--- config.mk ---
export PLATFORM = sky130hd
export DESIGN_NAME = xcvr_ctrl
export DESIGN_NICKNAME = d
export VERILOG_FILES = /design/src/verilog/xcvr_pkg.sv /design/src/verilog/level_sync.sv /design/src/verilog/xcvr_ctrl.sv
export VERILOG_INCLUDE_DIRS = /design/src /design/src/verilog
export SDC_FILE = /design/constraint.sdc
export NUM_CORES = 1
export LEC_CHECK = 0
export BUFFER_PORTS_ARGS = -buffer_cell sky130_fd_sc_hd__buf_2
export CORE_ASPECT_RATIO = 1.5
export CORE_MARGIN = 5
export CORE_UTILIZATION = 65
export DETAILED_ROUTE_END_ITERATION = 6
export PLACE_DENSITY = 0.89
export SYNTH_ARGS = -nofsm -noshare
export SYNTH_HDL_FRONTEND = slang
export SYNTH_SLANG_ARGS = --single-unit
export TNS_END_PERCENT = 50
--- constraint.sdc ---
create_clock -name CLK -period 5.44 [get_ports CLK]
set_input_delay 0 -clock CLK [delete_from_list [all_inputs] [get_ports CLK]]
set_output_delay 0 -clock CLK [all_outputs]
set_load 0.03 [all_outputs]
--- src/verilog/xcvr_consts.svh ---
// timing constants for the transceiver control and status block
`ifndef XCVR_CONSTS_SVH
`define XCVR_CONSTS_SVH

// clock rate in kHz (10 MHz)
`define CLK_KHZ          10000

// pin path times
`define T_OFF_US         10
`define T_ON_MS          1
`define T_FAULT_US       100
`define T_RESET_US       10
`define T_LOSS_US        100

// soft path and power-on times
`define T_SOFT_MS        100
`define T_INIT_MS        300
`define T_SERIAL_MS      300
`define T_DATA_MS        1000

// deadlines round down, least times round up
`define OFF_CYC          ((`T_OFF_US * `CLK_KHZ) / 1000)
`define FAULT_CYC        ((`T_FAULT_US * `CLK_KHZ) / 1000)
`define LOSS_CYC         ((`T_LOSS_US * `CLK_KHZ) / 1000)
`define RESET_CYC        ((`T_RESET_US * `CLK_KHZ + 999) / 1000)
`define ON_CYC           (`T_ON_MS * `CLK_KHZ)
`define SOFT_CYC         (`T_SOFT_MS * `CLK_KHZ)
`define INIT_CYC         (`T_INIT_MS * `CLK_KHZ)
`define SERIAL_CYC       (`T_SERIAL_MS * `CLK_KHZ)
`define DATA_CYC         (`T_DATA_MS * `CLK_KHZ)

// counter and synchroniser widths
`define CNT_W            24
`define HOLD_W           8
`define SYNC_W           3

// reset values
`define RST_CNT          24'h000000
`define RST_HOLD         8'h00

`endif

--- src/verilog/xcvr_pkg.sv ---
// types shared by the transceiver control and status block
`default_nettype none
package xcvr_pkg;

   // gray coded along init -> run -> fault
   typedef enum logic [1:0]
   {
      ST_INIT  = 2'b00,
      ST_RUN   = 2'b01,
      ST_FAULT = 2'b11
   } xcvr_state_t;

endpackage : xcvr_pkg

`default_nettype wire
--- src/verilog/level_sync.sv ---
// three flip-flop synchroniser with agreement filter
`timescale 1ns/1ps
`default_nettype none
`include "xcvr_consts.svh"

module level_sync
(
   // clock and reset
   input  wire logic                  clk,
   input  wire logic                  rst,
   // asynchronous levels in, filtered levels out
   input  wire logic [`SYNC_W-1:0]    din,
   output var  logic [`SYNC_W-1:0]    dout
);

   logic [`SYNC_W-1:0] s1_ff;
   logic [`SYNC_W-1:0] s2_ff;
   logic [`SYNC_W-1:0] s3_ff;
   logic [`SYNC_W-1:0] out_ff;
   logic [`SYNC_W-1:0] nxt_out;

   // =========================================================
   // a bit changes once stages two and three agree
   always_comb
   begin
      nxt_out = out_ff;
      for (int i = 0; i < `SYNC_W; i++)
      begin
         if (s2_ff[i] == s3_ff[i])
            nxt_out[i] = s3_ff[i];
      end
   end

   always_ff @(posedge clk or posedge rst)
   begin
      if (rst)
      begin
         s1_ff  <= '0;
         s2_ff  <= '0;
         s3_ff  <= '0;
         out_ff <= '0;
      end
      else
      begin
         s1_ff  <= din;
         s2_ff  <= s1_ff;
         s3_ff  <= s2_ff;
         out_ff <= nxt_out;
      end
   end

   assign dout = out_ff;

endmodule : level_sync

`default_nettype wire

--- src/verilog/xcvr_ctrl.sv ---
// control and status logic of the pluggable optical transceiver
//
// Operation
// laser off within 10 us after transmitter-off pin rises
// modulated laser back on within 1 ms after the pin falls
// initialisation, fault clear included, done within 300 ms
// transmit fault pin raised within 100 us of a fault; a fault during init raises it only once init ends
// host holds transmitter-off high 10 us to clear a fault
// lost-signal pin follows lost state within 100 us each way
// soft transmitter-off set drops laser within 100 ms
// soft transmitter-off cleared restores laser within 100 ms
// soft transmit fault bit set within 100 ms of a fault; a fault during init sets it only once init ends
// soft lost-signal bit follows lost state within 100 ms
// soft bandwidth select is not implemented, has no effect
// host keeps serial management clock at or below 400 kHz
// analog data ready bit set within 1000 ms of power-on
// serial bus ready within 300 ms of power-on
// soft deadlines start at falling clock after write stop
// transmit fault stays latched until pulse clear or power-on
`timescale 1ns/1ps
`default_nettype none
`include "xcvr_consts.svh"

module xcvr_ctrl
#(
   parameter int INIT_CYC   = `INIT_CYC,
   parameter int SERIAL_CYC = `SERIAL_CYC,
   parameter int DATA_CYC   = `DATA_CYC
)
(
   // clock and power-on reset
   input  wire logic   CLK,
   input  wire logic   RST,
   // pins and analog detectors, asynchronous
   input  wire logic   TX_OFF,
   input  wire logic   LASER_FAULT,
   input  wire logic   SIGNAL_LOST_DET,
   // soft control from the serial management logic
   input  wire logic   SOFT_TX_OFF,
   input  wire logic   WR_DONE,
   // laser drive
   output var  logic   LASER_EN,
   // status pins
   output var  logic   TX_FAULT,
   output var  logic   SIGNAL_LOST_FLAG,
   // soft status and readiness
   output var  logic   SOFT_TX_FAULT,
   output var  logic   SOFT_SIGNAL_LOST,
   output var  logic   DATA_READY,
   output var  logic   SERIAL_READY
);

   import xcvr_pkg::*;

   // =========================================================
   // declarations
   logic [`SYNC_W-1:0] sync_out;
   logic               tx_off_s;
   logic               fault_s;
   logic               lost_s;

   xcvr_state_t        state_ff;
   xcvr_state_t        nxt_state;
   logic [`CNT_W-1:0]  init_cnt_ff;
   logic [`CNT_W-1:0]  nxt_init_cnt;

   logic [`HOLD_W-1:0] hold_cnt_ff;
   logic [`HOLD_W-1:0] nxt_hold_cnt;
   logic               tx_off_prev_ff;
   logic               hold_ok;
   logic               clear_req;

   logic               soft_off_ff;
   logic               nxt_soft_off;

   logic [`CNT_W-1:0]  pwr_cnt_ff;
   logic [`CNT_W-1:0]  nxt_pwr_cnt;

   logic               laser_en_ff;
   logic               tx_fault_ff;
   logic               lost_ff;
   logic               soft_fault_ff;
   logic               soft_lost_ff;
   logic               data_ready_ff;
   logic               serial_ready_ff;
   logic               nxt_laser_en;
   logic               nxt_tx_fault;
   logic               nxt_data_ready;
   logic               nxt_serial_ready;

   // counter has reached a limit given in cycles
   function automatic logic reached(input logic [`CNT_W-1:0] cnt,
                                    input int                lim);
      reached = (cnt >= lim[`CNT_W-1:0]);
   endfunction : reached

   // =========================================================
   // input synchronisers
   level_sync u_sync
   (
      .clk  (CLK),
      .rst  (RST),
      .din  ({SIGNAL_LOST_DET, LASER_FAULT, TX_OFF}),
      .dout (sync_out)
   );

   assign tx_off_s = sync_out[0];
   assign fault_s  = sync_out[1];
   assign lost_s   = sync_out[2];

   // =========================================================
   // transmitter-off hold time for fault clear
   assign hold_ok   = (hold_cnt_ff == `HOLD_W'(`RESET_CYC));
   assign clear_req = tx_off_prev_ff && !tx_off_s && hold_ok;

   always_comb
   begin
      nxt_hold_cnt = `RST_HOLD;
      if (tx_off_s)
      begin
         if (hold_ok)
            nxt_hold_cnt = hold_cnt_ff;
         else
            nxt_hold_cnt = hold_cnt_ff + `HOLD_W'(1);
      end
   end

   always_ff @(posedge CLK or posedge RST)
   begin
      if (RST)
      begin
         hold_cnt_ff    <= `RST_HOLD;
         tx_off_prev_ff <= 1'b0;
      end
      else
      begin
         hold_cnt_ff    <= nxt_hold_cnt;
         tx_off_prev_ff <= tx_off_s;
      end
   end

   // =========================================================
   // init, run and latched fault
   always_comb
   begin
      nxt_state    = state_ff;
      nxt_init_cnt = init_cnt_ff;
      unique case (state_ff)
         ST_INIT:
         begin
            nxt_init_cnt = init_cnt_ff + `CNT_W'(1);
            if (reached(nxt_init_cnt, INIT_CYC))
               nxt_state = ST_RUN;
         end
         ST_RUN:
         begin
            if (fault_s)
               nxt_state = ST_FAULT;
         end
         ST_FAULT:
         begin
            if (clear_req)
            begin
               nxt_state    = ST_INIT;
               nxt_init_cnt = `RST_CNT;
            end
         end
         default:
         begin
            nxt_state = ST_INIT;
         end
      endcase
   end

   always_ff @(posedge CLK or posedge RST)
   begin
      if (RST)
      begin
         state_ff    <= ST_INIT;
         init_cnt_ff <= `RST_CNT;
      end
      else
      begin
         state_ff    <= nxt_state;
         init_cnt_ff <= nxt_init_cnt;
      end
   end

   // =========================================================
   // soft transmitter-off, taken at the write completion edge
   // soft bandwidth select has no path into this logic       R11
   always_comb
   begin
      nxt_soft_off = soft_off_ff;
      if (WR_DONE)
         nxt_soft_off = SOFT_TX_OFF;
   end

   always_ff @(posedge CLK or posedge RST)
   begin
      if (RST)
         soft_off_ff <= 1'b0;
      else
         soft_off_ff <= nxt_soft_off;
   end

   // =========================================================
   // power-on readiness
   always_comb
   begin
      nxt_pwr_cnt = pwr_cnt_ff;
      if (!reached(pwr_cnt_ff, DATA_CYC))
         nxt_pwr_cnt = pwr_cnt_ff + `CNT_W'(1);
      nxt_data_ready   = reached(nxt_pwr_cnt, DATA_CYC);
      nxt_serial_ready = reached(nxt_pwr_cnt, SERIAL_CYC);
   end

   always_ff @(posedge CLK or posedge RST)
   begin
      if (RST)
      begin
         pwr_cnt_ff      <= `RST_CNT;
         data_ready_ff   <= 1'b0;
         serial_ready_ff <= 1'b0;
      end
      else
      begin
         pwr_cnt_ff      <= nxt_pwr_cnt;
         data_ready_ff   <= nxt_data_ready;
         serial_ready_ff <= nxt_serial_ready;
      end
   end

   // =========================================================
   // outputs
   always_comb
   begin
      // laser only in run, with neither pin nor soft bit off
      nxt_laser_en = (nxt_state == ST_RUN) && !tx_off_s
                     && !nxt_soft_off;
      nxt_tx_fault = (nxt_state == ST_FAULT);
   end

   always_ff @(posedge CLK or posedge RST)
   begin
      if (RST)
      begin
         laser_en_ff   <= 1'b0;
         tx_fault_ff   <= 1'b0;
         lost_ff       <= 1'b0;
         soft_fault_ff <= 1'b0;
         soft_lost_ff  <= 1'b0;
      end
      else
      begin
         laser_en_ff   <= nxt_laser_en;
         tx_fault_ff   <= nxt_tx_fault;
         lost_ff       <= lost_s;
         soft_fault_ff <= nxt_tx_fault;
         soft_lost_ff  <= lost_s;
      end
   end

   assign LASER_EN         = laser_en_ff;
   assign TX_FAULT         = tx_fault_ff;
   assign SIGNAL_LOST_FLAG = lost_ff;
   assign SOFT_TX_FAULT    = soft_fault_ff;
   assign SOFT_SIGNAL_LOST = soft_lost_ff;
   assign DATA_READY       = data_ready_ff;
   assign SERIAL_READY     = serial_ready_ff;
endmodule : xcvr_ctrl

`default_nettype wire

# Yosys cells after proc, flatten, opt, wreduce, memory -nomap -nowiden

Index checks and enable logic that the tools add are counted.

Eq/ne operators: 10
$add $sub $neg: 3
Muxes and demuxes: 10
$lt $le $gt $ge: 4
Reduce and logical (&&, ||, !) cells: 9

Operators by type and width:

| operator                                                             | count |
|---|---|
| adder 24 x 1 -> 24 bit (second input constant)                       | 2 |
| greater-or-equal comparator 24 x 22 -> 1 bit (second input constant) | 2 |
| greater-or-equal comparator 24 bit (second input constant)           | 2 |
| 2-to-1 mux 24 bit                                                    | 2 |
| case mux 24 bit (2 select lines)                                     | 1 |
| 2-to-1 mux 8 bit                                                     | 2 |
| adder 8 x 1 -> 8 bit (second input constant)                         | 1 |
| equality test 8 x 7 -> 1 bit (second input constant)                 | 1 |
| 2-to-1 mux 2 bit                                                     | 3 |
| case mux 2 bit (3 select lines)                                      | 1 |
| equality test 2 x 1 -> 1 bit (second input constant)                 | 2 |
| equality test 2 bit (second input constant)                          | 2 |
| logical AND 1 bit                                                    | 4 |
| != test 2 bit (second input constant)                                | 2 |
| equality test 1 bit                                                  | 3 |
| logical NOT 1 bit                                                    | 2 |
| logical NOT 2 bit                                                    | 1 |
| AND reduction 2 bit                                                  | 1 |
| nonzero test 2 bit                                                   | 1 |
| 2-to-1 mux 1 bit                                                     | 1 |

Bits in registers: 77
Output and inout bits: 7
Input port bits: 7

# Longest topological paths before layout

Depth in word-level cells: 8
Mapped depth: 11
Mapped depth without buffers: 9

# By module

Synthesis repeated with hierarchy kept, for this count alone.

Cell total of the unflattened synthesis: 436
Area total of the unflattened synthesis: 4170.2 µm²

By module, submodules not included:

| module     | area an instance (µm²) | times used | cells each | seq. area each (µm²) |
|---|---|---|---|---|
| xcvr_ctrl  | 3832.4                 | 1          | 420        | 1626.6 |
| level_sync | 337.8                  | 1          | 16         | 300.3 |

# Worst setup path before layout

OpenSTA, ideal clock, no wires.

Path kind: reg2reg
From: register init_cnt_ff[0]
To: register state_ff[0]
Setup slack: 2975 ps
Stages on the path, launching flop included: 9
Arrival: 2323 ps
Library setup time: 142 ps
Path through: dfrtp_1 > ha_1 > nand4_2 > or4_1 > buf_6 > nor4_4 > a31oi_1 > a2111oi_4 > a22oi_1

Word-level cells in the longest chain between the ends: 4

RTL lines:

| item                                         | line             | source |
|---|---|---|
| from (decl)                                  | xcvr_ctrl.sv:64  | `` logic [`CNT_W-1:0] init_cnt_ff; `` |
| from (signal assigned)                       | xcvr_ctrl.sv:180 | `` init_cnt_ff <= `RST_CNT; `` |
| from (signal assigned)                       | xcvr_ctrl.sv:185 | `init_cnt_ff <= nxt_init_cnt;` |
| adder 24 x 1 -> 24 bit                       | xcvr_ctrl.sv:151 | `` nxt_init_cnt = init_cnt_ff + `CNT_W'(1); `` |
| greater-or-equal comparator 24 x 22 -> 1 bit | xcvr_ctrl.sv:94  | `` reached = (cnt >= lim[`CNT_W-1:0]); `` |
| 2-to-1 mux 2 bit                             | xcvr_ctrl.sv:152 | `if (reached(nxt_init_cnt, INIT_CYC))` |
| case mux 2 bit (3 select lines)              | xcvr_ctrl.sv:148 | `unique case (state_ff)` |
| net nxt_state[0]                             | xcvr_ctrl.sv:63  | `xcvr_state_t nxt_state;` |
| to (signal assigned)                         | xcvr_ctrl.sv:184 | `state_ff <= nxt_state;` |
| to (decl)                                    | xcvr_ctrl.sv:62  | `xcvr_state_t state_ff;` |

The timed path passes the listed nets, and every way through them passes these cells.
A chain may end at the register's enable or synchronous reset.

# Worst setup path in the final report

From: register pwr_cnt_ff[13]
To: register serial_ready_ff (netlist: SERIAL_READY)

Word-level cells in the longest chain between the ends: 3
Elaborated cells between the ends (all ways): 4
Classes of those cells: add/sub (1); order compare (2); mux (1)

RTL lines:

| item                                                                                | line                              | source |
|---|---|---|
| from (decl)                                                                         | xcvr_ctrl.sv:76                   | `` logic [`CNT_W-1:0] pwr_cnt_ff; `` |
| from (signal assigned)                                                              | xcvr_ctrl.sv:222                  | `` pwr_cnt_ff <= `RST_CNT; `` |
| from (signal assigned)                                                              | xcvr_ctrl.sv:228                  | `pwr_cnt_ff <= nxt_pwr_cnt;` |
| adder 24 x 1 -> 24 bit / greater-or-equal comparator 24 bit (equally long branches) | xcvr_ctrl.sv:213, xcvr_ctrl.sv:94 |  |
| 2-to-1 mux 24 bit *                                                                 | xcvr_ctrl.sv:212                  | `if (!reached(pwr_cnt_ff, DATA_CYC))` |
| greater-or-equal comparator 24 x 22 -> 1 bit *                                      | xcvr_ctrl.sv:94                   |  |
| net nxt_serial_ready                                                                | xcvr_ctrl.sv:89                   | `logic nxt_serial_ready;` |
| to (signal assigned)                                                                | xcvr_ctrl.sv:230                  | `serial_ready_ff <= nxt_serial_ready;` |
| to (decl)                                                                           | xcvr_ctrl.sv:85                   | `logic serial_ready_ff;` |

Mark *: on every way through the listed nets, which the timed path passes. The rest lies on a longest branch.

==> results_dict.tcl <==
set metrics [dict create \
    status "finished clean" \
    fin_crit_ns 3.16 \
    synth_edf_count 0 \
    synth-seq-cells 77 \
    top_layer_used "met4" \
    cts_resized 0 \
    clk_latency_ns 0.36 \
    finalPower_uw 1110 \
    synth_adder_area_share 0.0214 \
    finalSetupViolations 0 \
    yosys.area_share.simple 0.233 \
    die_h_um 110 \
    yosysUniqueCellTypes 76 \
    pin_count 14 \
    syn_to_final_growth_pct 7.96 \
    cts_hold_buffers 6 \
    cts_max_path_buffers 2 \
    cts_sinks 77 \
    seqPwrFrac 0.535 \
    synth_ff_type "dfrtp_1" \
    cpPeakStageDelay_ns 1.02 \
    postSynthAreaPerCell_um2 9.33 \
    crit_chain "nor3b_1 > o311a_1 > o41ai_2 > nand2_1 > or3_1 > a211oi_1 > o31ai_1" \
    via_per_inst 6.75 \
    path_class "flip-flop to flip-flop" \
    yosysSeqAreaShare 0.446 \
    ir_drop_uv 227 \
    grtUsageTotal 0.259 \
    hold_ws_ns 0.0655 \
    p_per_area_mw_per_mm2 237 \
    period_share 0.581 \
    synth_warnings 0 \
    layout-drive-gt1-share 0.105 \
    synthMuxAreaShare 0.00985 \
    synth_compound_area_frac 0.195 \
    htree_levels 3 \
    first_pass_iters 5 \
    dr_wl_met3_um 519 \
    combPwrFrac 0.035 \
    postCtsSetupBuffers 0 \
    synthesis.area_mm2 0.00432 \
    crit_required_ns 5.68 \
    syn_nets 475 \
    met2WireLength_um 5420 \
    rr_startpoint "pwr_cnt_ff[13]$_DFF_PP0_" \
    cts_tree "built" \
    clkTransAtPathRegs_ns 0.08 \
    wl_um 10200 \
    critPathLaunch "pwr_cnt_ff[13]$_DFF_PP0_" \
    nFillCells 455 \
    dr_total_vias 3732 \
    slowest_stage "o41ai_2" \
    synthCells 463 \
    worst_pin_slew_ns 1.13 \
    drt-met1-wl_um 3760 \
    drcViolationCount 0 \
    fin_skew_ns 0.00956 \
    grt_pass1_vias 3723 \
    dieArea_mm2 0.00841 \
    port_buffers 13 \
    nets 484 \
    fp.dieW_um 76.6 \
    hold_path_class "input pin to flip-flop" \
    synth_top_family_by_area "simple AND/OR/NAND/NOR gates" \
    cp-start-kind "flip-flop" \
    wl_per_cell_um 18.4 \
    root_buffer "clkbuf_8" \
    p_int_uw 858 \
    coreArea_mm2 0.00649 \
    slew_headroom 0.240 \
    grt_first_pass_wirelength_um 17400 \
    switching_share 0.224 \
    routabilityCongestion 0.852 \
    slew_violations 0 \
    cp_top_family "compound AO/OA/AOI/OAI gates" \
    crit_buf_inv 0 \
    globalRoute.totalOverflow 0 \
    finalHoldViolCount 0 \
    num_rows 36 \
    p_leak_uw 0.00193 \
    hp-start "WR_DONE" \
    antenna_cells 0 \
    cp.arrival_ns 3.40 \
    fin_tns_setup_ns 0 \
    critPathCaptureType "flip-flop" \
    switching_power_uw 248 \
    first_iter_violations 296 \
    cts_buffers 9 \
    initial_utilization 0.666 \
    timing.fmax_mhz 316 \
    grt_max_degree 78 \
    async_reset_ff_frac 1.00 \
    synth_xor_area_frac 0.0565 \
    maxCapViolCount 0 \
    pwr-share-clk 0.430 \
    drtAntennaViolNets 0 \
    rsz0062_at_grt "false" \
    crit_fanout 13 \
    antenna_found_initial 0 \
    dp_hpwl_um 6700 \
]
[cell families after synthesis]
logic type | count (synthesis)
XOR/XNOR | 27
flip-flops | 77
buffers and inverters | 38
AO/OA/AOI/OAI | 123
multiplexers | 4
AND/OR/NAND/NOR | 186
adder cells (fa/ha/maj) | 8
[path summary, 6_finish.rpt]
check | slack, ns | cells after the start | endpoint
hold reg to reg | 0.36 | 0 | u_sync.s2_ff[1]$_DFF_PP0_
max in group asynchronous | 4.31 | 4 | init_cnt_ff[3]$_DFFE_PP0P_
min in group asynchronous | 0.50 | 4 | u_sync.s1_ff[1]$_DFF_PP0_
setup / recovery | 2.28 | 7 | SERIAL_READY$_DFF_PP0_
setup reg to reg | 2.28 | 7 | SERIAL_READY$_DFF_PP0_
hold / removal | 0.07 | 4 | LASER_EN$_DFF_PP0_
[power groups by stage]
| stage | clock network [uW] | logic, uW | registers, uW |
|---|---|---|---|
| after floorplan | 0 | 25.4 | 601 |
| after global placement | 0 | 32.5 | 602 |
| after detailed placement | 0 | 35.5 | 603 |
| after CTS | 483 | 39.6 | 592 |
| after global routing | 508 | 43.6 | 594 |
| final | 476 | 38.5 | 592 |
[sequential cells by signal, summed over array words and instances (netlist names)]
name	cells
u_sync.dout	3
tx_off_prev_ff	1
SOFT_SIGNAL_LOST	1
pwr_cnt_ff	24
SERIAL_READY	1
u_sync.s3_ff	3
DATA_READY	1
state_ff	2
hold_cnt_ff	8
LASER_EN	1
SOFT_TX_FAULT	1
soft_off_ff	1
init_cnt_ff	24
u_sync.s2_ff	3
u_sync.s1_ff	3
[layout by cell type, fill, tap and decap left out, types with 3 or more instances in the layout]
cell           netlist  routed
or3_1                6       6
nor4_1               4       4
a31oi_1              8       8
and2_1              12      12
buf_2                4      13
a21oi_1             10      10
or2_2                4       4
a211oi_1             5       5
nor3b_1              3       3
nand3_1             23      23
nor2_1              36      36
a21o_1               4       4
nor2b_1              5       5
maj3_1               3       3
and3_1               8       8
xnor2_1             24      24
and4_1               5       5
o211ai_1             5       5
nor3_1              11      11
o21ai_0             49      49
o31ai_1             11      11
inv_1               15      14
ha_1                 5       5
a41oi_1              4       4
nand2_1             41      41
dlygate4sd3_1        0       6
nand4_1             10      10
clkbuf_8             0       9
dfrtp_1             77      77
[layer usage]
metal / vias to the layer above / GRT usage
met3: 44 / 0.0451
met4: 0 / 0.165
met2: 162 / 0.459
li1: 1715 / -
met1: 1811 / 0.286
met5: - / 0
[worst min-delay path, delay by kind of cell]
family	cells	cell delay [ns]
mux	1	0.16
compound gates	2	0.14
buf+inv	1	0.09
[stage by stage]
| stage | cell area, um^2 | setup WS [ns] | util | instances |
|---|---|---|---|---|
| global placement | 4390 | 2.59 | 0.677 | 531 |
| finish | 4660 | 2.28 | 0.719 | 553 |
| floorplan | 4320 | 2.98 | - | 463 |
| global route | 4660 | 2.19 | 0.719 | 553 |
| CTS | 4660 | 2.40 | 0.719 | 553 |
| detailed placement | 4390 | 2.52 | 0.677 | 531 |
[synth_stat cells, types with 3 or more instances]
cell type / n / share of area
a211oi_1: 5 / 0.0087
or2_2: 4 / 0.0058
clkbuf_1: 14 / 0.012
or3_1: 6 / 0.0087
a21o_1: 4 / 0.0070
nor3_1: 11 / 0.013
nor2_1: 36 / 0.031
a41oi_1: 4 / 0.0081
inv_1: 15 / 0.013
a31oi_1: 8 / 0.012
nor2b_1: 5 / 0.0072
o211ai_1: 5 / 0.0087
ha_1: 5 / 0.014
maj3_1: 3 / 0.0070
o31ai_1: 11 / 0.019
nor4_1: 4 / 0.0058
o21ai_0: 49 / 0.057
nand3_1: 23 / 0.027
dfrtp_1: 77 / 0.45
nand4_1: 10 / 0.014
xnor2_1: 24 / 0.049
and4_1: 5 / 0.010
and2_1: 12 / 0.017
buf_2: 4 / 0.0046
a21oi_1: 10 / 0.012
nand2_1: 41 / 0.036
nor3b_1: 3 / 0.0052
and3_1: 8 / 0.012
[final cells by class]
| class | count | area [um^2] | area share |
|---|---|---|---|
| multi-input cells | 348 | 2230 | 0.478 |
| flip-flops and latches | 77 | 1930 | 0.413 |
| repair buffers | 21 | 140 | 0.0300 |
| clock buffers | 11 | 131 | 0.0282 |
| well taps | 76 | 95.1 | 0.0204 |
| clock inverters | 5 | 85.1 | 0.0182 |
| inverters | 15 | 56.3 | 0.0121 |
(Power assumes the default switching activity.)
